<file path="src/design/hst_pkg.sv">
// Constants for the hardware-source trace packetizer
package hst_pkg;
	// Register byte offsets
	localparam logic [7:0] ADDR_CTRL   = 8'h00;
	localparam logic [7:0] ADDR_FUNC   = 8'h04;
	localparam logic [7:0] ADDR_STATUS = 8'h08;
	localparam logic [7:0] ADDR_CYCLE  = 8'h0C;
	// Control fields
	localparam int CTRL_EN_BIT    = 0;
	localparam int CTRL_TAP_BIT   = 1;
	localparam int CTRL_RLD_LO    = 4;
	localparam int CTRL_RLD_HI    = 7;
	localparam logic [7:0] CTRL_RESET = 8'h00;
	localparam logic [7:0] CTRL_MASK  = 8'hF3;
	// Comparator function fields, four bits per comparator
	localparam int FUNC_CAP_BIT = 0;
	localparam int FUNC_PC_BIT  = 1;
	localparam int FUNC_OFS_BIT = 2;
	localparam logic [15:0] FUNC_RESET = 16'h0000;
	localparam logic [15:0] FUNC_MASK  = 16'h7777;
	// Cycle counter taps
	localparam int TAP_LO = 6;
	localparam int TAP_HI = 10;
	// Header pieces
	localparam logic [4:0] DISC_EXC = 5'h01;
	localparam logic [4:0] DISC_SMP = 5'h02;
	localparam logic [1:0] TYPE_PC  = 2'h1;
	localparam logic [1:0] TYPE_VAL = 2'h2;
	localparam logic       HW_SRC   = 1'b1;
	localparam logic [1:0] SS_1B = 2'h1;
	localparam logic [1:0] SS_2B = 2'h2;
	localparam logic [1:0] SS_4B = 2'h3;
	// Exception actions
	localparam logic [1:0] ACT_NONE = 2'h0;
	// Transfer sizes
	localparam logic [1:0] XS_BYTE = 2'h0;
	localparam logic [1:0] XS_HALF = 2'h1;
	// AXI responses
	localparam logic [1:0] RESP_OKAY   = 2'h0;
	localparam logic [1:0] RESP_SLVERR = 2'h2;

	typedef enum logic [0:0] {ST_IDLE, ST_DT_VALUE} hst_state_e;
endpackage

</file>
<file path="src/design/hst_packetizer.sv">
// Hardware-source trace packet builder with AXI4-Lite control
`timescale 1ns/1ps
module hst_packetizer #(
	parameter int RLD_W = 4
) (
	input  wire logic        CORE_CLK,
	input  wire logic        NRST,
	input  wire logic [7:0]  AWADDR,
	input  wire logic        AWVALID,
	output logic             AWREADY,
	input  wire logic [31:0] WDATA,
	input  wire logic [3:0]  WSTRB,
	input  wire logic        WVALID,
	output logic             WREADY,
	output logic [1:0]       BRESP,
	output logic             BVALID,
	input  wire logic        BREADY,
	input  wire logic [7:0]  ARADDR,
	input  wire logic        ARVALID,
	output logic             ARREADY,
	output logic [31:0]      RDATA,
	output logic [1:0]       RRESP,
	output logic             RVALID,
	input  wire logic        RREADY,
	input  wire logic        EXC_VALID,
	output logic             EXC_READY,
	input  wire logic [1:0]  EXC_ACTION,
	input  wire logic [8:0]  EXC_INDEX,
	input  wire logic [31:0] CORE_PC,
	input  wire logic        CORE_SLEEPING,
	input  wire logic        DT_VALID,
	output logic             DT_READY,
	input  wire logic [1:0]  DT_CMP,
	input  wire logic [31:0] DT_PC,
	input  wire logic [15:0] DT_OFFSET,
	input  wire logic [31:0] DT_DATA,
	input  wire logic [1:0]  DT_SIZE,
	input  wire logic        DT_WRITE,
	output logic             PKT_VALID,
	input  wire logic        PKT_READY,
	output logic [7:0]       PKT_HEADER,
	output logic [31:0]      PKT_PAYLOAD
);
	if (RLD_W != hst_pkg::CTRL_RLD_HI - hst_pkg::CTRL_RLD_LO + 1) begin : g_bad_rld
		$error("RLD_W must match the reload field");
	end

	// ----------------------------------------
	// Helpers
	// ----------------------------------------
	function automatic logic [7:0] hdr(input logic [4:0] disc, input logic [1:0] ss);
		hdr = {disc, hst_pkg::HW_SRC, ss};
	endfunction

	function automatic logic [31:0] merge(input logic [31:0] old, input logic [31:0] nw, input logic [3:0] strb);
		for (int i = 0; i < 4; i++)
			merge[i*8 +: 8] = strb[i] ? nw[i*8 +: 8] : old[i*8 +: 8];
	endfunction

	// ----------------------------------------
	// Register state
	// ----------------------------------------
	logic [7:0]              ctrl_q;
	logic [15:0]             func_q;
	logic [31:0]             cyc_q;
	logic [RLD_W-1:0]        interval_q;
	logic                    tap_prev_q;
	logic                    samp_pend_q;
	logic                    samp_sleep_q;
	logic [31:0]             samp_pc_q;
	hst_pkg::hst_state_e     st_q;
	logic [1:0]              dv_cmp_q;
	logic [1:0]              dv_size_q;
	logic                    dv_wr_q;
	logic [31:0]             dv_data_q;
	logic                    pkt_valid_q;
	logic [7:0]              pkt_hdr_q;
	logic [31:0]             pkt_pay_q;
	logic                    aw_full_q, w_full_q, bvalid_q, rvalid_q;
	logic [7:0]              awaddr_q;
	logic [31:0]             wdata_q, rdata_q;
	logic [3:0]              wstrb_q;
	logic [1:0]              bresp_q, rresp_q;

	// ----------------------------------------
	// AXI4-Lite slave
	// ----------------------------------------
	logic wr_do;
	assign AWREADY = !aw_full_q;
	assign WREADY  = !w_full_q;
	assign ARREADY = !rvalid_q;
	assign BVALID  = bvalid_q;
	assign BRESP   = bresp_q;
	assign RVALID  = rvalid_q;
	assign RDATA   = rdata_q;
	assign RRESP   = rresp_q;
	assign wr_do   = aw_full_q && w_full_q && !bvalid_q;

	always_ff @(posedge CORE_CLK or negedge NRST) begin
		if (!NRST) begin
			aw_full_q <= 1'b0;
			w_full_q  <= 1'b0;
			awaddr_q  <= 8'h00;
			wdata_q   <= 32'h0000_0000;
			wstrb_q   <= 4'h0;
		end else begin
			if (AWVALID && !aw_full_q) begin
				aw_full_q <= 1'b1;
				awaddr_q  <= AWADDR;
			end else if (wr_do) begin
				aw_full_q <= 1'b0;
			end
			if (WVALID && !w_full_q) begin
				w_full_q <= 1'b1;
				wdata_q  <= WDATA;
				wstrb_q  <= WSTRB;
			end else if (wr_do) begin
				w_full_q <= 1'b0;
			end
		end
	end

	always_ff @(posedge CORE_CLK or negedge NRST) begin
		if (!NRST) begin
			bvalid_q <= 1'b0;
			bresp_q  <= hst_pkg::RESP_OKAY;
		end else if (wr_do) begin
			bvalid_q <= 1'b1;
			bresp_q  <= (awaddr_q == hst_pkg::ADDR_CTRL || awaddr_q == hst_pkg::ADDR_FUNC)
				? hst_pkg::RESP_OKAY : hst_pkg::RESP_SLVERR;
		end else if (BREADY) begin
			bvalid_q <= 1'b0;
		end
	end

	always_ff @(posedge CORE_CLK or negedge NRST) begin
		if (!NRST) begin
			ctrl_q <= hst_pkg::CTRL_RESET;
			func_q <= hst_pkg::FUNC_RESET;
		end else if (wr_do) begin
			if (awaddr_q == hst_pkg::ADDR_CTRL)
				ctrl_q <= 8'(merge({24'h00_0000, ctrl_q}, wdata_q, wstrb_q)) & hst_pkg::CTRL_MASK;
			if (awaddr_q == hst_pkg::ADDR_FUNC)
				func_q <= 16'(merge({16'h0000, func_q}, wdata_q, wstrb_q)) & hst_pkg::FUNC_MASK;
		end
	end

	always_ff @(posedge CORE_CLK or negedge NRST) begin
		if (!NRST) begin
			rvalid_q <= 1'b0;
			rdata_q  <= 32'h0000_0000;
			rresp_q  <= hst_pkg::RESP_OKAY;
		end else if (ARVALID && !rvalid_q) begin
			rvalid_q <= 1'b1;
			rresp_q  <= hst_pkg::RESP_OKAY;
			case (ARADDR)
				hst_pkg::ADDR_CTRL:   rdata_q <= {24'h00_0000, ctrl_q};
				hst_pkg::ADDR_FUNC:   rdata_q <= {16'h0000, func_q};
				hst_pkg::ADDR_STATUS: rdata_q <= {20'h0_0000, interval_q, 5'h00, st_q, samp_pend_q, pkt_valid_q};
				hst_pkg::ADDR_CYCLE:  rdata_q <= cyc_q;
				default: begin
					rdata_q <= 32'h0000_0000;
					rresp_q <= hst_pkg::RESP_SLVERR;
				end
			endcase
		end else if (RREADY) begin
			rvalid_q <= 1'b0;
		end
	end

	// ----------------------------------------
	// Sample interval timer
	// ----------------------------------------
	logic pc_en, tap_bit, tick, expire;
	assign pc_en   = ctrl_q[hst_pkg::CTRL_EN_BIT];
	assign tap_bit = ctrl_q[hst_pkg::CTRL_TAP_BIT] ? cyc_q[hst_pkg::TAP_HI] : cyc_q[hst_pkg::TAP_LO];
	assign tick    = tap_bit && !tap_prev_q;
	assign expire  = pc_en && tick && interval_q == '0;

	always_ff @(posedge CORE_CLK or negedge NRST) begin
		if (!NRST) begin
			cyc_q      <= 32'h0000_0000;
			tap_prev_q <= 1'b0;
			interval_q <= '0;
		end else begin
			cyc_q      <= cyc_q + 32'h0000_0001;
			tap_prev_q <= tap_bit;
			if (!pc_en)
				interval_q <= ctrl_q[hst_pkg::CTRL_RLD_HI:hst_pkg::CTRL_RLD_LO];
			else if (tick)
				interval_q <= (interval_q == '0) ? ctrl_q[hst_pkg::CTRL_RLD_HI:hst_pkg::CTRL_RLD_LO]
					: interval_q - 1'b1;
		end
	end

	// ----------------------------------------
	// Output selection
	// ----------------------------------------
	logic        load_ok, load, dt_take, exc_take, smp_take, go_second;
	logic [7:0]  nxt_hdr;
	logic [31:0] nxt_pay;
	logic [3:0]  func_sel;
	logic [1:0]  dt_ss;

	assign load_ok = !pkt_valid_q || PKT_READY;
	assign func_sel = func_q[DT_CMP*4 +: 4];
	assign dt_ss   = (DT_SIZE == hst_pkg::XS_BYTE) ? hst_pkg::SS_1B
		: (DT_SIZE == hst_pkg::XS_HALF) ? hst_pkg::SS_2B : hst_pkg::SS_4B;

	always_comb begin
		load      = 1'b0;
		dt_take   = 1'b0;
		exc_take  = 1'b0;
		smp_take  = 1'b0;
		go_second = 1'b0;
		nxt_hdr   = 8'h00;
		nxt_pay   = 32'h0000_0000;
		EXC_READY = 1'b0;
		DT_READY  = 1'b0;
		if (st_q == hst_pkg::ST_DT_VALUE) begin
			load    = load_ok;
			nxt_hdr = hdr({hst_pkg::TYPE_VAL, dv_cmp_q, dv_wr_q}, dv_size_q);
			nxt_pay = (dv_size_q == hst_pkg::SS_1B) ? {24'h00_0000, dv_data_q[7:0]}
				: (dv_size_q == hst_pkg::SS_2B) ? {16'h0000, dv_data_q[15:0]} : dv_data_q;
		end else if (DT_VALID) begin
			DT_READY  = load_ok;
			dt_take   = load_ok;
			load      = load_ok && |func_sel[2:0];
			go_second = func_sel[hst_pkg::FUNC_CAP_BIT]
				&& (func_sel[hst_pkg::FUNC_PC_BIT] || func_sel[hst_pkg::FUNC_OFS_BIT]);
			if (func_sel[hst_pkg::FUNC_OFS_BIT]) begin
				nxt_hdr = hdr({hst_pkg::TYPE_PC, DT_CMP, 1'b1}, hst_pkg::SS_2B);
				nxt_pay = {16'h0000, DT_OFFSET};
			end else if (func_sel[hst_pkg::FUNC_PC_BIT]) begin
				nxt_hdr = hdr({hst_pkg::TYPE_PC, DT_CMP, 1'b0}, hst_pkg::SS_4B);
				nxt_pay = DT_PC;
			end else begin
				nxt_hdr = hdr({hst_pkg::TYPE_VAL, DT_CMP, DT_WRITE}, dt_ss);
				nxt_pay = (dt_ss == hst_pkg::SS_1B) ? {24'h00_0000, DT_DATA[7:0]}
					: (dt_ss == hst_pkg::SS_2B) ? {16'h0000, DT_DATA[15:0]} : DT_DATA;
			end
		end else if (EXC_VALID) begin
			EXC_READY = load_ok;
			exc_take  = load_ok && EXC_ACTION != hst_pkg::ACT_NONE;
			load      = exc_take;
			nxt_hdr   = hdr(hst_pkg::DISC_EXC, hst_pkg::SS_2B);
			nxt_pay   = {16'h0000, 2'b00, EXC_ACTION, 3'b000, EXC_INDEX[8], EXC_INDEX[7:0]};
		end else if (samp_pend_q && pc_en) begin
			smp_take = load_ok;
			load     = load_ok;
			if (samp_sleep_q) begin
				nxt_hdr = hdr(hst_pkg::DISC_SMP, hst_pkg::SS_1B);
				nxt_pay = 32'h0000_0000;
			end else begin
				nxt_hdr = hdr(hst_pkg::DISC_SMP, hst_pkg::SS_4B);
				nxt_pay = {samp_pc_q[31:1], 1'b0};
			end
		end
	end

	// ----------------------------------------
	// Pending sample and pair sequencing
	// ----------------------------------------
	always_ff @(posedge CORE_CLK or negedge NRST) begin
		if (!NRST) begin
			samp_pend_q  <= 1'b0;
			samp_sleep_q <= 1'b0;
			samp_pc_q    <= 32'h0000_0000;
		end else if (expire) begin
			samp_pend_q  <= 1'b1;
			samp_sleep_q <= CORE_SLEEPING;
			samp_pc_q    <= CORE_PC;
		end else if (smp_take || !pc_en) begin
			samp_pend_q <= 1'b0;
		end
	end

	always_ff @(posedge CORE_CLK or negedge NRST) begin
		if (!NRST) begin
			st_q      <= hst_pkg::ST_IDLE;
			dv_cmp_q  <= 2'h0;
			dv_size_q <= hst_pkg::SS_1B;
			dv_wr_q   <= 1'b0;
			dv_data_q <= 32'h0000_0000;
		end else begin
			case (st_q)
				hst_pkg::ST_IDLE: begin
					if (dt_take && go_second) begin
						st_q      <= hst_pkg::ST_DT_VALUE;
						dv_cmp_q  <= DT_CMP;
						dv_size_q <= dt_ss;
						dv_wr_q   <= DT_WRITE;
						dv_data_q <= DT_DATA;
					end
				end
				hst_pkg::ST_DT_VALUE: begin
					if (load)
						st_q <= hst_pkg::ST_IDLE;
				end
				default: st_q <= hst_pkg::ST_IDLE;
			endcase
		end
	end

	// ----------------------------------------
	// Packet hand-off
	// ----------------------------------------
	always_ff @(posedge CORE_CLK or negedge NRST) begin
		if (!NRST) begin
			pkt_valid_q <= 1'b0;
			pkt_hdr_q   <= 8'h00;
			pkt_pay_q   <= 32'h0000_0000;
		end else if (load) begin
			pkt_valid_q <= 1'b1;
			pkt_hdr_q   <= nxt_hdr;
			pkt_pay_q   <= nxt_pay;
		end else if (PKT_READY) begin
			pkt_valid_q <= 1'b0;
		end
	end

	assign PKT_VALID   = pkt_valid_q;
	assign PKT_HEADER  = pkt_hdr_q;
	assign PKT_PAYLOAD = pkt_pay_q;
endmodule // hst_packetizer

</file>
<file path="config.mk">
export PLATFORM = sky130hd
export DESIGN_NAME = hst_packetizer
export DESIGN_NICKNAME = d
export VERILOG_FILES = /design/src/design/hst_pkg.sv /design/src/design/hst_packetizer.sv
export SDC_FILE = /design/constraint.sdc
export NUM_CORES = 1
export LEC_CHECK = 0
export ABC_AREA = 1
export ABC_CLOCK_PERIOD_IN_PS = 2300
export BUFFER_PORTS_ARGS = -buffer_cell sky130_fd_sc_hd__clkbuf_2
export CAP_MARGIN = 20
export CORE_MARGIN = 1
export CORE_UTILIZATION = 35
export CTS_BUF_LIST = sky130_fd_sc_hd__clkbuf_16
export DETAILED_ROUTE_END_ITERATION = 16
export PLACE_DENSITY_LB_ADDON = 0.15
export SLEW_MARGIN = 20
export SYNTH_ARGS = -nofsm -noshare
export SYNTH_HDL_FRONTEND = slang
export SYNTH_SLANG_ARGS = --single-unit
</file>
<file path="constraint.sdc">
create_clock -name CORE_CLK -period 2.3 [get_ports CORE_CLK]
set_input_delay 0.23 -clock CORE_CLK [delete_from_list [all_inputs] [get_ports CORE_CLK]]
set_output_delay 0.23 -clock CORE_CLK [all_outputs]
set_load 0.005 [all_outputs]
</file>
Word level (Yosys, flattened, before mapping)
Cells that the tools add are included.
Widths: inputs -> output; s select.
Storage, ports and cells
  register bits: 233
  input bits: 191
  output and inout port bits: 84
  word-level logic and storage cells: 137
Operators by class
  add/sub/neg operators: 2
  equal/unequal tests: 10
  shifts and indexed selects: 1
  muxes and demuxes: 55
  bitwise gates (word level): 1
  reductions and logical operators: 41
Operators with widths (count)
  $mux 32: 11
  $pmux 32 s4: 1
  $add 32x1->32 const B: 1
  $mux 8: 4
  $mux 1: 29
  $eq 8x3->1 const B: 2
  $eq 8x4->1 const B: 2
  $logic_not 8->1: 2
  $shiftx 16x5->3: 1
  $reduce_bool 2->1: 7
  $logic_and 1x1->1: 13
  $mux 4: 3
  $mux 5: 2
  $reduce_and 3->1: 3
  $mux 2: 4
  $logic_not 1->1: 7
  $eq 2x1->1 const B: 3
  $eq 2x2->1 const B: 2
  $logic_not 4->1: 1
  $logic_or 1x1->1: 4
  $reduce_or 4->1: 1
  $sub 4x1->4 const B: 1
  $reduce_or 3->1: 1
  $logic_not 2->1: 1
  other kinds (4): 4

Logic depth before layout (Yosys ltp)
Gate-level depths: netlist of run 1.
  word-level depth: 10
  gate-level depth with buffers: 14
  mapped depth without buffers: 13

Least setup slack after synthesis of run 1
OpenSTA, ideal clock, no wires.
  kind: register to register
  start point: reg cyc_q[0]
  end point: reg cyc_q[22]
  setup time: 0.079 ns
  arrival time: 1.587 ns
  data required time: 2.221 ns
  setup slack: 0.633 ns
  stages on the path, launching flop included: 11
  buffers on the path: 0
  clock period less this slack: 1.667 ns
  path through: dfrtp_1 ha_1 nand2_1 nor2_2 nand3_1 nor3_2 nand2_1 nor2_2 nand2_1 nor2_1 xor2_1
On the way
  cells in the longest elaborated chain, start to end: 1
RTL lines
  start: declaration: line hst_packetizer.sv:65  | logic [31:0] cyc_q;
  start signal: assignment: line hst_packetizer.sv:186  | cyc_q <= cyc_q + 32'h0000_0001;
  $add 32x1->32: line hst_packetizer.sv:186
No other way between the ends.
A chain may end at the register's enable or synchronous reset.

Worst setup path in the final report of run 1
  start point: reg st_q
  end point: out DT_READY
On the way
  cells in the longest elaborated chain, start to end: 1
RTL lines
  start: declaration: line hst_packetizer.sv:71  | hst_pkg::hst_state_e st_q;
  start signal: assignment: line hst_packetizer.sv:280  | st_q <= hst_pkg::ST_IDLE;
  start signal: assignment: line hst_packetizer.sv:289  | st_q <= hst_pkg::ST_DT_VALUE;
  start signal: assignment: line hst_packetizer.sv:298  | st_q <= hst_pkg::ST_IDLE;
  $mux 1: line hst_packetizer.sv:220  | if (st_q == hst_pkg::ST_DT_VALUE) begin
  end: declaration: line hst_packetizer.sv:32  | output logic DT_READY,
No other way between the ends.

==> report_table.html, run 1 <==
<table>
<tr><th>Metric</th><th>Value</th></tr>
<tr><th colspan="2">Status</th></tr>
<tr><td>Status</td><td>finished clean</td></tr>
<tr><th colspan="2">Power</th></tr>
<tr><td>Power share of the sequential group</td><td>0.429</td></tr>
<tr><td>Share of total power in combinational logic</td><td>0.164</td></tr>
<tr><td>Net Sw Power</td><td>between 3000 and 4000 µW</td></tr>
<tr><td>Final Power</td><td>~11000 µW</td></tr>
<tr><td>Clock power share</td><td>0.407</td></tr>
<tr><td>Max VDD drop</td><td>0.605 mV</td></tr>
<tr><td>Power per standard cell area</td><td>approximately 800 mW/mm²</td></tr>
<tr><td>Static Leak</td><td>roughly 0.0074 µW</td></tr>
<tr><td>Internal power</td><td>approximately 8200 µW</td></tr>
<tr><td>Share of total power consumed by net switching</td><td>0.273</td></tr>
<tr><th colspan="2">Synth</th></tr>
<tr><td>Sequential area share after synthesis</td><td>0.524</td></tr>
<tr><td>Post-synthesis cell type count</td><td>44</td></tr>
<tr><td>Cell with the most instances after synthesis</td><td>sky130_fd_sc_hd__nand2_1</td></tr>
<tr><td>Share of the synthesized area in the top cell type</td><td>0.521</td></tr>
<tr><td>Share of flip-flops with an asynchronous set or reset after synthesis</td><td>1.00</td></tr>
<tr><td>Cell taking the most area after synthesis</td><td>sky130_fd_sc_hd__dfrtp_1</td></tr>
<tr><td>Primary flip-flop cell chosen by synthesis mapping</td><td>sky130_fd_sc_hd__dfrtp_1</td></tr>
<tr><td>Syn Std Cell Area</td><td>0.0109 mm²</td></tr>
<tr><td>Count of flip-flops with a built-in enable after synthesis</td><td>0</td></tr>
<tr><td>Top cells by instance count after synthesis</td><td>442 x sky130_fd_sc_hd__nand2_1, 227 x sky130_fd_sc_hd__dfrtp_1, 133 x sky130_fd_sc_hd__o21ai_0</td></tr>
<tr><td>Synthesized instance count</td><td>around 1300</td></tr>
<tr><td>Number of storage elements in the synthesis netlist</td><td>228</td></tr>
<tr><td>Number of warnings issued by yosys</td><td>0</td></tr>
<tr><td>Syn avg cell area</td><td>8.31 µm²</td></tr>
<tr><td>Area contributors post-synth</td><td>sky130_fd_sc_hd__dfrtp_1 52%, sky130_fd_sc_hd__nand2_1 15%, sky130_fd_sc_hd__o21ai_0 6.1%</td></tr>
<tr><th colspan="2">CTS</th></tr>
<tr><td>Number of buffers between clock root and the deepest sink</td><td>3</td></tr>
<tr><td>TritonCTS clock tree</td><td>yes</td></tr>
<tr><td>Clock transition time at the flip-flop clock pins of the worst setup and hold paths</td><td>roughly 0.050 ns</td></tr>
<tr><td>Clock latency of the later-clocked register in the worst-skew pair</td><td>between 0.5 and 0.6 ns</td></tr>
<tr><td>Root buf cell</td><td>sky130_fd_sc_hd__clkbuf_16</td></tr>
<tr><td>H-tree depth</td><td>1</td></tr>
<tr><td>Total clock buffers created by CTS</td><td>28</td></tr>
<tr><td>CTS sink cnt</td><td>about 230</td></tr>
<tr><th colspan="2">Floorplanning</th></tr>
<tr><td>Die extent in y</td><td>between 150 and 200 µm</td></tr>
<tr><td>Placeable Area</td><td>between 0.03 and 0.04 mm²</td></tr>
<tr><td>Area of the die</td><td>around 0.032 mm²</td></tr>
<tr><td>Number of core rows</td><td>64</td></tr>
<tr><td>Initial Util</td><td>0.356</td></tr>
<tr><td>Die width</td><td>between 150 and 200 µm</td></tr>
<tr><td>I/O pin total</td><td>275</td></tr>
<tr><th colspan="2">Timing</th></tr>
<tr><td>Final worst path period need</td><td>1.98 ns</td></tr>
<tr><td>RSZ-0062 raised after global routing</td><td>no</td></tr>
<tr><td>Achievable frequency</td><td>about 500 MHz</td></tr>
<tr><td>Least setup slack across all paths after layout</td><td>around 0.32 ns</td></tr>
<tr><td>Hold violation count in the final report</td><td>0</td></tr>
<tr><td>Clock Skew</td><td>between 0.015 and 0.02 ns</td></tr>
<tr><td>Max-slew violation count</td><td>0</td></tr>
<tr><td>Final-layout setup total negative slack</td><td>0 ns</td></tr>
<tr><td>Worst slew margin</td><td>0.412</td></tr>
<tr><td>Post-route clock period utilization</td><td>0.862</td></tr>
<tr><td>Final setup violating endpoints</td><td>0</td></tr>
<tr><td>Slew of the pin with the lowest slew margin</td><td>just under 0.9 ns</td></tr>
<tr><th colspan="2">Critical path</th></tr>
<tr><td>Startpoint types</td><td>flip-flop</td></tr>
<tr><td>Critical R2R Capture</td><td>cyc_q[26]</td></tr>
<tr><td>Arrival time at the worst endpoint</td><td>between 1.5 and 2 ns</td></tr>
<tr><td>Maximum net fanout on the critical path</td><td>13</td></tr>
<tr><td>Critical Path Sink Type</td><td>output pin</td></tr>
<tr><td>Reg2Reg Setup Slack</td><td>0.36 ns</td></tr>
<tr><td>Worst Path Required</td><td>about 2.1 ns</td></tr>
<tr><td>Last element of the critical path</td><td>DT_READY</td></tr>
<tr><td>First element of the critical path</td><td>st_q</td></tr>
<tr><td>Worst reg2reg path startpoint</td><td>cyc_q[0]</td></tr>
<tr><td>Sequence of cells on the critical path</td><td>inv_2, buf_4, nand2_1, nor2_1, clkbuf_2</td></tr>
<tr><td>Classification of the worst setup path</td><td>reg -&gt; out</td></tr>
<tr><td>Highest cell delay on the worst timing path</td><td>0.39 ns</td></tr>
<tr><td>Cells on worst reg2reg path</td><td>10</td></tr>
<tr><td>Slowest cell on crit path</td><td>sky130_fd_sc_hd__dfrtp_1</td></tr>
<tr><th colspan="2">Final layout</th></tr>
<tr><td>Area Growth Syn to Fin</td><td>33.1%</td></tr>
<tr><td>Filler cells</td><td>about 3000</td></tr>
<tr><td>Diode count</td><td>0</td></tr>
<tr><td>Nets</td><td>about 1800</td></tr>
<tr><td>End-of-flow core utilization</td><td>0.474</td></tr>
<tr><td>Layout cells sized above 1</td><td>0.232</td></tr>
<tr><th colspan="2">Routing</th></tr>
<tr><td>Initial DRC Count</td><td>520</td></tr>
<tr><td>Length of the first detailed-routing pass in iterations</td><td>5</td></tr>
<tr><td>Total Wirelength</td><td>between 30000 and 40000 µm</td></tr>
<tr><td>Antenna viol nets, final</td><td>0</td></tr>
<tr><td>Final routed DRC violation total</td><td>0</td></tr>
<tr><td>Avg WL per Cell</td><td>16.1 µm</td></tr>
<tr><td>Via count</td><td>between 9000 and 10000</td></tr>
<tr><td>Via-to-Cell Ratio</td><td>4.75</td></tr>
<tr><th colspan="2">Global routing</th></tr>
<tr><td>First-pass GRT wire length</td><td>about 50000 µm</td></tr>
<tr><td>Aggregate global-route resource usage</td><td>0.209</td></tr>
<tr><td>Antenna violations before repair</td><td>0</td></tr>
<tr><td>Sum of overflow across all layers after global routing</td><td>0</td></tr>
<tr><td>Vias in the first global route</td><td>about 9400</td></tr>
<tr><td>Pin count of the biggest net entering global routing</td><td>78</td></tr>
<tr><th colspan="2">Min path</th></tr>
<tr><td>Class of the tightest hold or removal check</td><td>in -&gt; reg</td></tr>
<tr><th colspan="2">Placement</th></tr>
<tr><td>Worst slack at placement</td><td>approximately 0.37 ns</td></tr>
<tr><td>Quantity of I/O buffers inserted on ports</td><td>250</td></tr>
<tr><td>Final RePlAce weighted congestion</td><td>approximately 0.9</td></tr>
<tr><td>Half-perimeter wire length of the detailed placement result</td><td>~24000 µm</td></tr>
<tr><th colspan="2">Job</th></tr>
<tr><td>Maximum capacitance violations</td><td>0</td></tr>
</table>
## routing by layer
layer	up-vias	wire length [µm]	track usage	part of all wire
met5	-	0	0	0
met4	0	873	0.0590	0.026
met3	49	1790	0.0332	0.054
met2	288	14800	0.317	0.44
met1	4592	15900	0.304	0.48
li1	4911	-	-	-
## metrics by stage
step                area, µm²  instances  hold slack, ns
floorplan               10900       1313         -0.0656
global placement        12600       1927           0.263
detailed placement      12600       1927           0.265
CTS                     14500       2070          0.0521
global route            14500       2070          0.0800
finish                  14500       2070          0.0816
## cell type report
class	count	area, µm²	area share
sequential	228	5710	0.394
multi-input combinational	911	4470	0.308
clock buffer	28	701	0.0483
inverter	116	438	0.0302
tap	396	495	0.0342
timing repair buffer	368	2430	0.167
clock inverter	23	267	0.0184
## worst min-delay path by stage
stage | end | start | cells after the start | slack (ns)
6_report | dv_size_q[1] | DT_SIZE[1] | 3 | 0.08
5_1_grt | PKT_VALID | PKT_READY | 3 | 0.08
4_1_cts | dv_size_q[1] | DT_SIZE[1] | 3 | 0.05
3_5_place_dp | RDATA[1] | NRST | 1 | 0.26
3_3_place_gp | RDATA[1] | NRST | 1 | 0.26
2_1_floorplan | BRESP[1] | NRST | 0 | -0.07
## cell usage in the layout, fill, tap and decap left out, types with 2 or more instances in the layout
master	Yosys	final
sky130_fd_sc_hd__buf_4	9	22
sky130_fd_sc_hd__nor2_2	3	3
sky130_fd_sc_hd__nor3_2	1	2
sky130_fd_sc_hd__clkinv_2	0	4
sky130_fd_sc_hd__nor2_1	61	61
sky130_fd_sc_hd__nor3_1	16	15
sky130_fd_sc_hd__ha_1	2	2
sky130_fd_sc_hd__o31ai_1	2	2
sky130_fd_sc_hd__inv_2	4	4
sky130_fd_sc_hd__nand2_4	2	2
sky130_fd_sc_hd__o211ai_1	3	3
sky130_fd_sc_hd__nand4_1	13	13
sky130_fd_sc_hd__conb_1	1	2
sky130_fd_sc_hd__o221ai_1	3	3
sky130_fd_sc_hd__buf_12	0	4
sky130_fd_sc_hd__xor2_1	28	28
sky130_fd_sc_hd__a22oi_1	8	8
sky130_fd_sc_hd__nand2_1	442	442
sky130_fd_sc_hd__nand3_2	4	4
sky130_fd_sc_hd__inv_1	111	118
sky130_fd_sc_hd__or2_2	11	11
sky130_fd_sc_hd__mux2_2	40	40
sky130_fd_sc_hd__o21ai_1	13	13
sky130_fd_sc_hd__bufinv_16	0	6
sky130_fd_sc_hd__clkinv_1	0	4
sky130_fd_sc_hd__dlygate4sd3_1	0	92
sky130_fd_sc_hd__nor4_1	5	5
sky130_fd_sc_hd__o22ai_1	4	4
sky130_fd_sc_hd__o21ai_0	133	133
sky130_fd_sc_hd__clkbuf_16	0	28
sky130_fd_sc_hd__nand3_1	65	65
sky130_fd_sc_hd__dfrtp_1	227	227
sky130_fd_sc_hd__a21oi_1	39	39
sky130_fd_sc_hd__clkbuf_2	0	249
## critical path: cells and delay by family, from the launching register on
| kind | cells | cell delay [ns] |
|---|---|---|
| buf+inv | 3 | 0.50 |
| flops | 1 | 0.39 |
| simple gates | 2 | 0.33 |
## power by group through the flow
stage,clock (µW),sequential (µW),combinational (µW)
2_1_floorplan,0,4890,986
3_3_place_gp,0,4910,1730
3_5_place_dp,0,4940,1750
4_1_cts,4740,4870,1880
5_1_grt,4880,4930,2120
6_report,4620,4870,1860
## state kept, by name, indices dropped and copies added, names as in the netlist, 2 cells and up
name and cells:
dv_data_q 32, dv_size_q 2, func_q 12, awaddr_q 8, cyc_q 32, interval_q 4, ctrl_q 6, PKT_HEADER 8
dv_cmp_q 2, wdata_q 13, RDATA 32, wstrb_q 2, samp_pc_q 31, PKT_PAYLOAD 32
## repair_timing
action,4_1_cts,5_1_grt
buffers inserted,0,0
gates resized for setup,0,0
hold buffers,92,0
endpoints found under the hold margin,162,0
## cells by family after synthesis
kind of cell	count (synthesis)	share of synthesized area
xor gates and xnor gates	29	0.0233
AOI/OAI and AO/OA	210	0.102
other	1	0.000344
adders and majority gates	2	0.00230
DFF	228	0.524
and+or+nand+nor	628	0.239
buffers and inverters	174	0.0673
muxes	40	0.0413
(Power assumes the default switching activity.)
==> run 2, diff against run 1 <==
--- a/config.mk
+++ b/config.mk
@@ -13,7 +13,7 @@
 export CORE_UTILIZATION = 35
 export CTS_BUF_LIST = sky130_fd_sc_hd__clkbuf_16
 export DETAILED_ROUTE_END_ITERATION = 16
-export PLACE_DENSITY_LB_ADDON = 0.15
+export PLACE_DENSITY = 0.62
 export SLEW_MARGIN = 20
 export SYNTH_ARGS = -nofsm -noshare
 export SYNTH_HDL_FRONTEND = slang
==> run 2 against run 1 <==
Against the previous run:
- global-route usage down 0.37 points
- critical path depth up 3
- routed wire length down 2.8%
- final cell count down 0.14%
- non-clock buffer count down 2
- die area unchanged
- sequential share of layout area up 0.33 points
- core utilization down 0.40 points
- largest cell class unchanged
- critical endpoint is now dv_data_q[26]
- via count up 1.2%
- clock skew down 0.0066 ns
- combinational power about the same
- clock-buffer cell count down 1
==> report_table.html, run 2 (synthesis results as in run 1) <==
<table>
<tr><th>Metric</th><th>Value</th></tr>
<tr><th colspan="2">Status</th></tr>
<tr><td>Status</td><td>finished clean (unchanged)</td></tr>
<tr><th colspan="2">Timing</th></tr>
<tr><td>Final setup violating endpoints</td><td>0 (unchanged)</td></tr>
<tr><td>Hold violation count in the final report</td><td>0 (unchanged)</td></tr>
<tr><td>Final worst path period need</td><td>1.97 ns (was 1.98 ns)</td></tr>
<tr><td>Achievable frequency</td><td>507 MHz (was 504 MHz)</td></tr>
<tr><td>RSZ-0062 raised after global routing</td><td>no (unchanged)</td></tr>
<tr><td>Max-slew violation count</td><td>0 (unchanged)</td></tr>
<tr><td>Clock Skew</td><td>0.00996 ns (was 0.0166 ns)</td></tr>
<tr><td>Post-route clock period utilization</td><td>0.858 (was 0.862)</td></tr>
<tr><td>Slew of the pin with the lowest slew margin</td><td>0.665 ns (was 0.879 ns)</td></tr>
<tr><td>Worst slew margin</td><td>0.555 (was 0.412)</td></tr>
<tr><td>Final-layout setup total negative slack</td><td>0 ns (unchanged)</td></tr>
<tr><th colspan="2">Placement</th></tr>
<tr><td>Quantity of I/O buffers inserted on ports</td><td>250 (unchanged)</td></tr>
<tr><td>Final RePlAce weighted congestion</td><td>0.848 (was 0.897)</td></tr>
<tr><td>Placed cells</td><td>1927 (unchanged)</td></tr>
<tr><td>Area post-placement</td><td>0.0127 mm² (was 0.0126 mm²)</td></tr>
<tr><td>Half-perimeter wire length of the detailed placement result</td><td>22800 µm (was 23900 µm)</td></tr>
<tr><th colspan="2">CTS</th></tr>
<tr><td>Clock transition time at the flip-flop clock pins of the worst setup and hold paths</td><td>0.06 ns (was 0.05 ns)</td></tr>
<tr><td>Post-cts hold buffer count</td><td>90 (was 92)</td></tr>
<tr><td>Total clock buffers created by CTS</td><td>27 (was 28)</td></tr>
<tr><td>Cts repair resizes</td><td>0 (unchanged)</td></tr>
<tr><td>H-tree depth</td><td>1 (unchanged)</td></tr>
<tr><td>Root buf cell</td><td>sky130_fd_sc_hd__clkbuf_16 (unchanged)</td></tr>
<tr><td>CTS sink cnt</td><td>228 (unchanged)</td></tr>
<tr><td>Post CTS Setup Buffer Count</td><td>0 (unchanged)</td></tr>
<tr><td>Number of buffers between clock root and the deepest sink</td><td>3 (unchanged)</td></tr>
<tr><td>TritonCTS clock tree</td><td>yes (unchanged)</td></tr>
<tr><td>Clock latency of the later-clocked register in the worst-skew pair</td><td>0.54 ns (was 0.55 ns)</td></tr>
<tr><th colspan="2">Critical path</th></tr>
<tr><td>Maximum net fanout on the critical path</td><td>38 (was 13)</td></tr>
<tr><td>Worst Path Required</td><td>2.70 ns (was 2.07 ns)</td></tr>
<tr><td>Startpoint types</td><td>flip-flop (unchanged)</td></tr>
<tr><td>Highest cell delay on the worst timing path</td><td>0.34 ns (was 0.39 ns)</td></tr>
<tr><td>Arrival time at the worst endpoint</td><td>2.37 ns (was 1.75 ns)</td></tr>
<tr><td>Cells on worst reg2reg path</td><td>8 (was 10)</td></tr>
<tr><td>Classification of the worst setup path</td><td>reg -&gt; reg (was reg -&gt; out)</td></tr>
<tr><td>Sequence of cells on the critical path</td><td>inv_1, or2_2, nand2_1, nor2_1, nand4_1, buf_12, buf_4, o21ai_0 (was inv_2, buf_4, nand2_1, nor2_1, clkbuf_2)</td></tr>
<tr><td>Critical R2R Capture</td><td>dv_data_q[26] (was cyc_q[26])</td></tr>
<tr><td>Combined buffer and inverter count along the critical path</td><td>3 (unchanged)</td></tr>
<tr><td>Family with the most delay on the worst path</td><td>simple AND/OR/NAND/NOR gates (was buffers and inverters)</td></tr>
<tr><td>Slowest cell on crit path</td><td>sky130_fd_sc_hd__dfrtp_1 (unchanged)</td></tr>
<tr><td>Critical path depth in cells</td><td>8 (was 5)</td></tr>
<tr><td>Critical Path Sink Type</td><td>flip-flop (was output pin)</td></tr>
<tr><td>Reg2Reg Setup Slack</td><td>0.33 ns (was 0.36 ns)</td></tr>
<tr><td>Worst reg2reg path startpoint</td><td>PKT_VALID (was cyc_q[0])</td></tr>
<tr><th colspan="2">Final layout</th></tr>
<tr><td>Area Growth Syn to Fin</td><td>32.0% (was 33.1%)</td></tr>
<tr><td>Combined flip-flop and latch cell area</td><td>0.00571 mm² (unchanged)</td></tr>
<tr><td>Area used by multi-input combinational logic</td><td>0.00447 mm² (unchanged)</td></tr>
<tr><td>Leading cell type in the layout, fill and taps excluded</td><td>sky130_fd_sc_hd__nand2_1 (unchanged)</td></tr>
<tr><td>Layout cells sized above 1</td><td>0.231 (was 0.232)</td></tr>
<tr><td>Most used cells in the layout excluding fill and tap cells</td><td>442 x sky130_fd_sc_hd__nand2_1, 249 x sky130_fd_sc_hd__clkbuf_2, 227 x sky130_fd_sc_hd__dfrtp_1, 133 x sky130_fd_sc_hd__o21ai_0, 115 x sky130_fd_sc_hd__inv_1 (was 442 x sky130_fd_sc_hd__nand2_1, 249 x sky130_fd_sc_hd__clkbuf_2, 227 x sky130_fd_sc_hd__dfrtp_1, 133 x sky130_fd_sc_hd__o21ai_0, 118 x sky130_fd_sc_hd__inv_1)</td></tr>
<tr><td>Nets</td><td>1843 (was 1846)</td></tr>
<tr><td>Non-Filler Cell Area, Final</td><td>0.0144 mm² (was 0.0145 mm²)</td></tr>
<tr><td>Final cell count without fillers</td><td>2067 (was 2070)</td></tr>
<tr><td>Filler cells</td><td>2981 (was 3042)</td></tr>
<tr><th colspan="2">Min path</th></tr>
<tr><td>Hold endpoint</td><td>dv_size_q[1] (unchanged)</td></tr>
<tr><td>Hold Path Cell Cnt</td><td>3 (unchanged)</td></tr>
<tr><td>Class of the tightest hold or removal check</td><td>in -&gt; reg (unchanged)</td></tr>
<tr><td>Hold path start</td><td>DT_SIZE[0] (was DT_SIZE[1])</td></tr>
<tr><th colspan="2">Power</th></tr>
<tr><td>Static Leak</td><td>0.00737 µW (was 0.00745 µW)</td></tr>
<tr><td>Net Sw Power</td><td>3010 µW (was 3100 µW)</td></tr>
<tr><td>Max VDD drop</td><td>0.542 mV (was 0.605 mV)</td></tr>
<tr><td>Internal power</td><td>7710 µW (was 8240 µW)</td></tr>
<tr><td>Share of total power in combinational logic</td><td>0.170 (was 0.164)</td></tr>
<tr><td>Power per standard cell area</td><td>745 mW/mm² (was 782 mW/mm²)</td></tr>
<tr><td>Share of total power consumed by net switching</td><td>0.281 (was 0.273)</td></tr>
<tr><td>Clock power share</td><td>0.375 (was 0.407)</td></tr>
<tr><td>Power share of the sequential group</td><td>0.455 (was 0.429)</td></tr>
<tr><th colspan="2">Routing</th></tr>
<tr><td>Final routed DRC violation total</td><td>0 (unchanged)</td></tr>
<tr><td>Length of the first detailed-routing pass in iterations</td><td>6 (was 5)</td></tr>
<tr><td>Antenna viol nets, final</td><td>0 (unchanged)</td></tr>
<tr><td>Initial DRC Count</td><td>555 (was 520)</td></tr>
<tr><td>Total Wirelength</td><td>32400 µm (was 33400 µm)</td></tr>
<tr><td>Avg WL per Cell</td><td>15.7 µm (was 16.1 µm)</td></tr>
<tr><td>Via count</td><td>9954 (was 9840)</td></tr>
<tr><td>Via-to-Cell Ratio</td><td>4.82 (was 4.75)</td></tr>
<tr><th colspan="2">Floorplanning</th></tr>
<tr><td>Placeable Area</td><td>0.0306 mm² (unchanged)</td></tr>
<tr><td>Die width</td><td>178 µm (unchanged)</td></tr>
<tr><td>Die extent in y</td><td>178 µm (unchanged)</td></tr>
<tr><td>Initial Util</td><td>0.356 (unchanged)</td></tr>
<tr><td>I/O pin total</td><td>275 (unchanged)</td></tr>
<tr><td>Number of core rows</td><td>64 (unchanged)</td></tr>
<tr><td>Area of the die</td><td>0.0318 mm² (unchanged)</td></tr>
<tr><th colspan="2">Job</th></tr>
<tr><td>Maximum capacitance violations</td><td>0 (unchanged)</td></tr>
<tr><th colspan="2">Global routing</th></tr>
<tr><td>Pin count of the biggest net entering global routing</td><td>71 (was 78)</td></tr>
<tr><td>Antenna violations before repair</td><td>2 (was 0)</td></tr>
<tr><td>First-pass GRT wire length</td><td>51300 µm (was 51400 µm)</td></tr>
<tr><td>Sum of overflow across all layers after global routing</td><td>0 (unchanged)</td></tr>
<tr><td>Vias in the first global route</td><td>9873 (was 9375)</td></tr>
<tr><td>Aggregate global-route resource usage</td><td>0.205 (was 0.209)</td></tr>
</table>
-- run 2: area by class of cell --
type                            count  share of cell area
Antenna cell                        2            0.000348
Clock inverter                     21              0.0103
Clock buffer                       27              0.0470
Timing Repair Buffer              366               0.170
Tap cell                          396              0.0345
Inverter                          116              0.0305
Multi-Input combinational cell    911               0.311
Sequential cell                   228               0.397
-- run 2: worst min-delay path: cells and delay by family --
kind	cells	cell delay [ns]
buffers and inverters	1	0.09
AOI/OAI and AO/OA	1	0.15
and+or+nand+nor	1	0.06
-- run 2: power by group through the flow --
stage                     Combinational [µW]  Clock [µW]  Sequential [µW]
final                                   1830        4020             4870
after floorplan                          986           0             4890
after global routing                    2090        4280             4950
after detailed placement                1720           0             4940
after global placement                  1680           0             4920
after CTS                               1840        4120             4880
-- run 2: worst max path at each step --
stage	start	endpoint	slack, ns
2_1_floorplan	cyc_q[0]	cyc_q[22]	0.63
3_3_place_gp	PKT_VALID	dv_data_q[28]	0.38
3_5_place_dp	cyc_q[0]	cyc_q[26]	0.35
4_1_cts	cyc_q[0]	cyc_q[26]	0.32
5_1_grt	cyc_q[1]	cyc_q[26]	0.13
6_report	PKT_VALID	dv_data_q[26]	0.33
-- run 2: per-layer routing --
metal	up-vias	wire, µm	track usage
met5	-	0	0
met4	0	1170	0.0777
met3	74	1840	0.0350
met2	310	15300	0.338
met1	4662	14100	0.267
li1	4908	-	-
-- run 2: per-stage QoR --
step	hold slack [ns]	power (µW)	setup slack, ns	utilization
2_1_floorplan	-0.0656	5870	0.633	-
3_3_place_gp	0.260	6600	0.376	0.414
3_5_place_dp	0.265	6660	0.350	0.414
4_1_cts	0.00557	10800	0.322	0.470
5_1_grt	0.0204	11300	0.128	0.470
6_report	0.0371	10700	0.328	0.470
==> run 3, diff against run 2 <==
--- a/config.mk
+++ b/config.mk
@@ -9,11 +9,13 @@
 export ABC_CLOCK_PERIOD_IN_PS = 2300
 export BUFFER_PORTS_ARGS = -buffer_cell sky130_fd_sc_hd__clkbuf_2
 export CAP_MARGIN = 20
+export CELL_PAD_IN_SITES_DETAIL_PLACEMENT = 0
+export CELL_PAD_IN_SITES_GLOBAL_PLACEMENT = 1
 export CORE_MARGIN = 1
 export CORE_UTILIZATION = 35
 export CTS_BUF_LIST = sky130_fd_sc_hd__clkbuf_16
 export DETAILED_ROUTE_END_ITERATION = 16
-export PLACE_DENSITY = 0.62
+export PLACE_DENSITY = 0.78
 export SLEW_MARGIN = 20
 export SYNTH_ARGS = -nofsm -noshare
 export SYNTH_HDL_FRONTEND = slang
==> run 3 against run 2 <==
Against the previous run:
- via count fell by 1.6%
- combinational power barely moved
- clock-buffer cell count unchanged
- sequential power about the same
- worst hold slack gained 0.0072 ns
- cell area up 0.11%
- critical path type unchanged
- critical endpoint is now PKT_HEADER[0]
- largest cell class unchanged
==> report_table.html, run 3 (synthesis results as in run 1) <==
<table>
<tr><th>Metric</th><th>Value</th></tr>
<tr><th colspan="2">Status</th></tr>
<tr><td>Status</td><td>finished clean (unchanged)</td></tr>
<tr><th colspan="2">Final layout</th></tr>
<tr><td>Layout cells sized above 1</td><td>0.230 (was 0.231)</td></tr>
<tr><td>Non-Filler Cell Area, Final</td><td>0.0144 mm² (about the same)</td></tr>
<tr><td>Area Growth Syn to Fin</td><td>32.1% (was 32.0%)</td></tr>
<tr><td>Leading cell type in the layout, fill and taps excluded</td><td>sky130_fd_sc_hd__nand2_1 (unchanged)</td></tr>
<tr><td>Nets</td><td>1844 (was 1843)</td></tr>
<tr><td>Most used cells in the layout excluding fill and tap cells</td><td>442 x sky130_fd_sc_hd__nand2_1, 249 x sky130_fd_sc_hd__clkbuf_2, 227 x sky130_fd_sc_hd__dfrtp_1, 133 x sky130_fd_sc_hd__o21ai_0, 120 x sky130_fd_sc_hd__inv_1 (was 442 x sky130_fd_sc_hd__nand2_1, 249 x sky130_fd_sc_hd__clkbuf_2, 227 x sky130_fd_sc_hd__dfrtp_1, 133 x sky130_fd_sc_hd__o21ai_0, 115 x sky130_fd_sc_hd__inv_1)</td></tr>
<tr><td>Filler cells</td><td>3012 (was 2981)</td></tr>
<tr><th colspan="2">Routing</th></tr>
<tr><td>Total Wirelength</td><td>32600 µm (was 32400 µm)</td></tr>
<tr><td>Via count</td><td>9795 (was 9954)</td></tr>
<tr><td>Final routed DRC violation total</td><td>0 (unchanged)</td></tr>
<tr><td>Via-to-Cell Ratio</td><td>4.73 (was 4.82)</td></tr>
<tr><td>Length of the first detailed-routing pass in iterations</td><td>5 (was 6)</td></tr>
<tr><td>Initial DRC Count</td><td>589 (was 555)</td></tr>
<tr><td>Antenna viol nets, final</td><td>0 (unchanged)</td></tr>
<tr><td>Avg WL per Cell</td><td>15.8 µm (was 15.7 µm)</td></tr>
<tr><th colspan="2">CTS</th></tr>
<tr><td>H-tree depth</td><td>1 (unchanged)</td></tr>
<tr><td>Root buf cell</td><td>sky130_fd_sc_hd__clkbuf_16 (unchanged)</td></tr>
<tr><td>Clock transition time at the flip-flop clock pins of the worst setup and hold paths</td><td>0.06 ns (about the same)</td></tr>
<tr><td>Number of buffers between clock root and the deepest sink</td><td>3 (unchanged)</td></tr>
<tr><td>CTS sink cnt</td><td>228 (unchanged)</td></tr>
<tr><td>TritonCTS clock tree</td><td>yes (unchanged)</td></tr>
<tr><td>Cts repair resizes</td><td>0 (unchanged)</td></tr>
<tr><td>Total clock buffers created by CTS</td><td>26 (was 27)</td></tr>
<tr><td>Clock latency of the later-clocked register in the worst-skew pair</td><td>0.53 ns (was 0.54 ns)</td></tr>
<tr><th colspan="2">Placement</th></tr>
<tr><td>Area post-placement</td><td>0.0126 mm² (was 0.0127 mm²)</td></tr>
<tr><td>Quantity of I/O buffers inserted on ports</td><td>250 (unchanged)</td></tr>
<tr><td>Final RePlAce weighted congestion</td><td>0.868 (was 0.848)</td></tr>
<tr><td>Half-perimeter wire length of the detailed placement result</td><td>22700 µm (was 22800 µm)</td></tr>
<tr><th colspan="2">Floorplanning</th></tr>
<tr><td>Placeable Area</td><td>0.0306 mm² (unchanged)</td></tr>
<tr><td>Die width</td><td>178 µm (unchanged)</td></tr>
<tr><td>I/O pin total</td><td>275 (unchanged)</td></tr>
<tr><td>Die extent in y</td><td>178 µm (unchanged)</td></tr>
<tr><td>Initial Util</td><td>0.356 (unchanged)</td></tr>
<tr><td>Number of core rows</td><td>64 (unchanged)</td></tr>
<tr><td>Area of the die</td><td>0.0318 mm² (unchanged)</td></tr>
<tr><th colspan="2">Timing</th></tr>
<tr><td>Post-route clock period utilization</td><td>0.873 (was 0.858)</td></tr>
<tr><td>RSZ-0062 raised after global routing</td><td>no (unchanged)</td></tr>
<tr><td>Clock Skew</td><td>0.00852 ns (was 0.00996 ns)</td></tr>
<tr><td>Slew of the pin with the lowest slew margin</td><td>0.868 ns (was 0.665 ns)</td></tr>
<tr><td>Hold violation count in the final report</td><td>0 (unchanged)</td></tr>
<tr><td>Final setup violating endpoints</td><td>0 (unchanged)</td></tr>
<tr><td>Max-slew violation count</td><td>0 (unchanged)</td></tr>
<tr><td>Achievable frequency</td><td>498 MHz (was 507 MHz)</td></tr>
<tr><td>Worst slew margin</td><td>0.419 (was 0.555)</td></tr>
<tr><td>Final-layout setup total negative slack</td><td>0 ns (unchanged)</td></tr>
<tr><td>Final worst path period need</td><td>2.01 ns (was 1.97 ns)</td></tr>
<tr><th colspan="2">Global routing</th></tr>
<tr><td>Sum of overflow across all layers after global routing</td><td>0 (unchanged)</td></tr>
<tr><td>Pin count of the biggest net entering global routing</td><td>66 (was 71)</td></tr>
<tr><td>Aggregate global-route resource usage</td><td>0.203 (was 0.205)</td></tr>
<tr><td>Antenna violations before repair</td><td>4 (was 2)</td></tr>
<tr><td>Vias in the first global route</td><td>9402 (was 9873)</td></tr>
<tr><td>First-pass GRT wire length</td><td>50800 µm (was 51300 µm)</td></tr>
<tr><th colspan="2">Critical path</th></tr>
<tr><td>Sequence of cells on the critical path</td><td>nand2_1, nand3_1, nand2_2, nand3_1, o21ai_1, nand2_1, nand2_4, buf_4, o21ai_0 (was inv_1, or2_2, nand2_1, nor2_1, nand4_1, buf_12, buf_4, o21ai_0)</td></tr>
<tr><td>Arrival time at the worst endpoint</td><td>2.40 ns (was 2.37 ns)</td></tr>
<tr><td>Classification of the worst setup path</td><td>reg -&gt; reg (unchanged)</td></tr>
<tr><td>Critical Path Sink Type</td><td>flip-flop (unchanged)</td></tr>
<tr><td>Combined buffer and inverter count along the critical path</td><td>1 (was 3)</td></tr>
<tr><td>Slowest cell on crit path</td><td>sky130_fd_sc_hd__buf_4 (was sky130_fd_sc_hd__dfrtp_1)</td></tr>
<tr><td>Highest cell delay on the worst timing path</td><td>0.43 ns (was 0.34 ns)</td></tr>
<tr><td>Startpoint types</td><td>flip-flop (unchanged)</td></tr>
<tr><td>Worst Path Required</td><td>2.69 ns (was 2.70 ns)</td></tr>
<tr><td>Reg2Reg Setup Slack</td><td>0.29 ns (was 0.33 ns)</td></tr>
<tr><td>Maximum net fanout on the critical path</td><td>33 (was 38)</td></tr>
<tr><td>Family with the most delay on the worst path</td><td>simple AND/OR/NAND/NOR gates (unchanged)</td></tr>
<tr><th colspan="2">Power</th></tr>
<tr><td>Power per standard cell area</td><td>750 mW/mm² (was 745 mW/mm²)</td></tr>
<tr><td>Max VDD drop</td><td>0.599 mV (was 0.542 mV)</td></tr>
<tr><td>Static Leak</td><td>0.00740 µW (was 0.00737 µW)</td></tr>
<tr><th colspan="2">Job</th></tr>
<tr><td>Maximum capacitance violations</td><td>0 (unchanged)</td></tr>
<tr><th colspan="2">Min path</th></tr>
<tr><td>Class of the tightest hold or removal check</td><td>in -&gt; reg (unchanged)</td></tr>
</table>
==> run 3: cell count changes in the layout (fill, tap and decap cells not counted), sizes merged <==
cell         previous run  this run
clkinv                 13         7
inv                   121       125
buf                    27        28
bufinv                  2         3
clkinvlp                1         2
dlygate4sd3            90        91
==> run 3: report_power, final <==
group / internal (µW) / leakage (µW) / switching, µW
logic: 758 / 0.00406 / 1080
clock network: 2440 / 0.000444 / 1660
registers: 4600 / 0.00289 / 253
total: 7800 / 0.00740 / 2990
==> run 3: worst paths after layout <==
check	endpoint	start	cells past startpoint
worst max-delay path	PKT_HEADER[0]	func_q[2]	9
worst max register to register	PKT_HEADER[0]	func_q[2]	9
min in group asynchronous	samp_pc_q[17]	NRST	2
max in group asynchronous	samp_pc_q[7]	NRST	3
worst min-delay path	PKT_PAYLOAD[0]	EXC_INDEX[0]	5
worst min register to register	PKT_HEADER[2]	PKT_HEADER[2]	1
==> run 3: area by class of cell <==
class	instances	area (µm²)	share of cell area
sequential	228	5710	0.396
multi-input combinational	911	4470	0.310
timing repair buffer	368	2440	0.169
clock buffer	27	676	0.0469
tap	396	495	0.0344
inverter	116	438	0.0304
clock inverter	21	170	0.0118
antenna	2	5.00	0.000348
==> run 3: worst reg2reg max path: stages (launching register included) <==
cell and delay, ns:
sky130_fd_sc_hd__dfrtp_1 0.41, sky130_fd_sc_hd__nand2_1 0.08, sky130_fd_sc_hd__nand3_1 0.07, sky130_fd_sc_hd__nand2_2 0.19, sky130_fd_sc_hd__nand3_1 0.11, sky130_fd_sc_hd__o21ai_1 0.15
sky130_fd_sc_hd__nand2_1 0.11, sky130_fd_sc_hd__nand2_4 0.17, sky130_fd_sc_hd__buf_4 0.43, sky130_fd_sc_hd__o21ai_0 0.16
==> run 3: layer usage <==
metal  GRT usage  share of wire  vias up
li1            -              -     4903
met1       0.283           0.46     4555
met2       0.321           0.46      274
met3      0.0369          0.056       59
met4      0.0561          0.023        4
met5           0        0.00077        -
==> run 3: timing repair <==
item / in CTS / in global routing
buffers inserted: 0 / 0
hold buffers: 91 / 0
hold endpoints to repair: 146 / 0
==> run 3: per-stage QoR <==
| step | utilization | hold slack (ns) | std cells | total power [µW] | setup slack [ns] |
|---|---|---|---|---|---|
| after CTS | 0.470 | 0.0193 | 2067 | 10900 | 0.270 |
| final | 0.471 | 0.0443 | 2069 | 10800 | 0.292 |
| after global routing | 0.471 | 0.0591 | 2069 | 11400 | 0.0851 |
| after detailed placement | 0.413 | 0.225 | 1928 | 6640 | 0.211 |
| after global placement | 0.413 | 0.223 | 1928 | 6580 | 0.298 |
| after floorplan | - | -0.0656 | 1313 | 5870 | 0.633 |
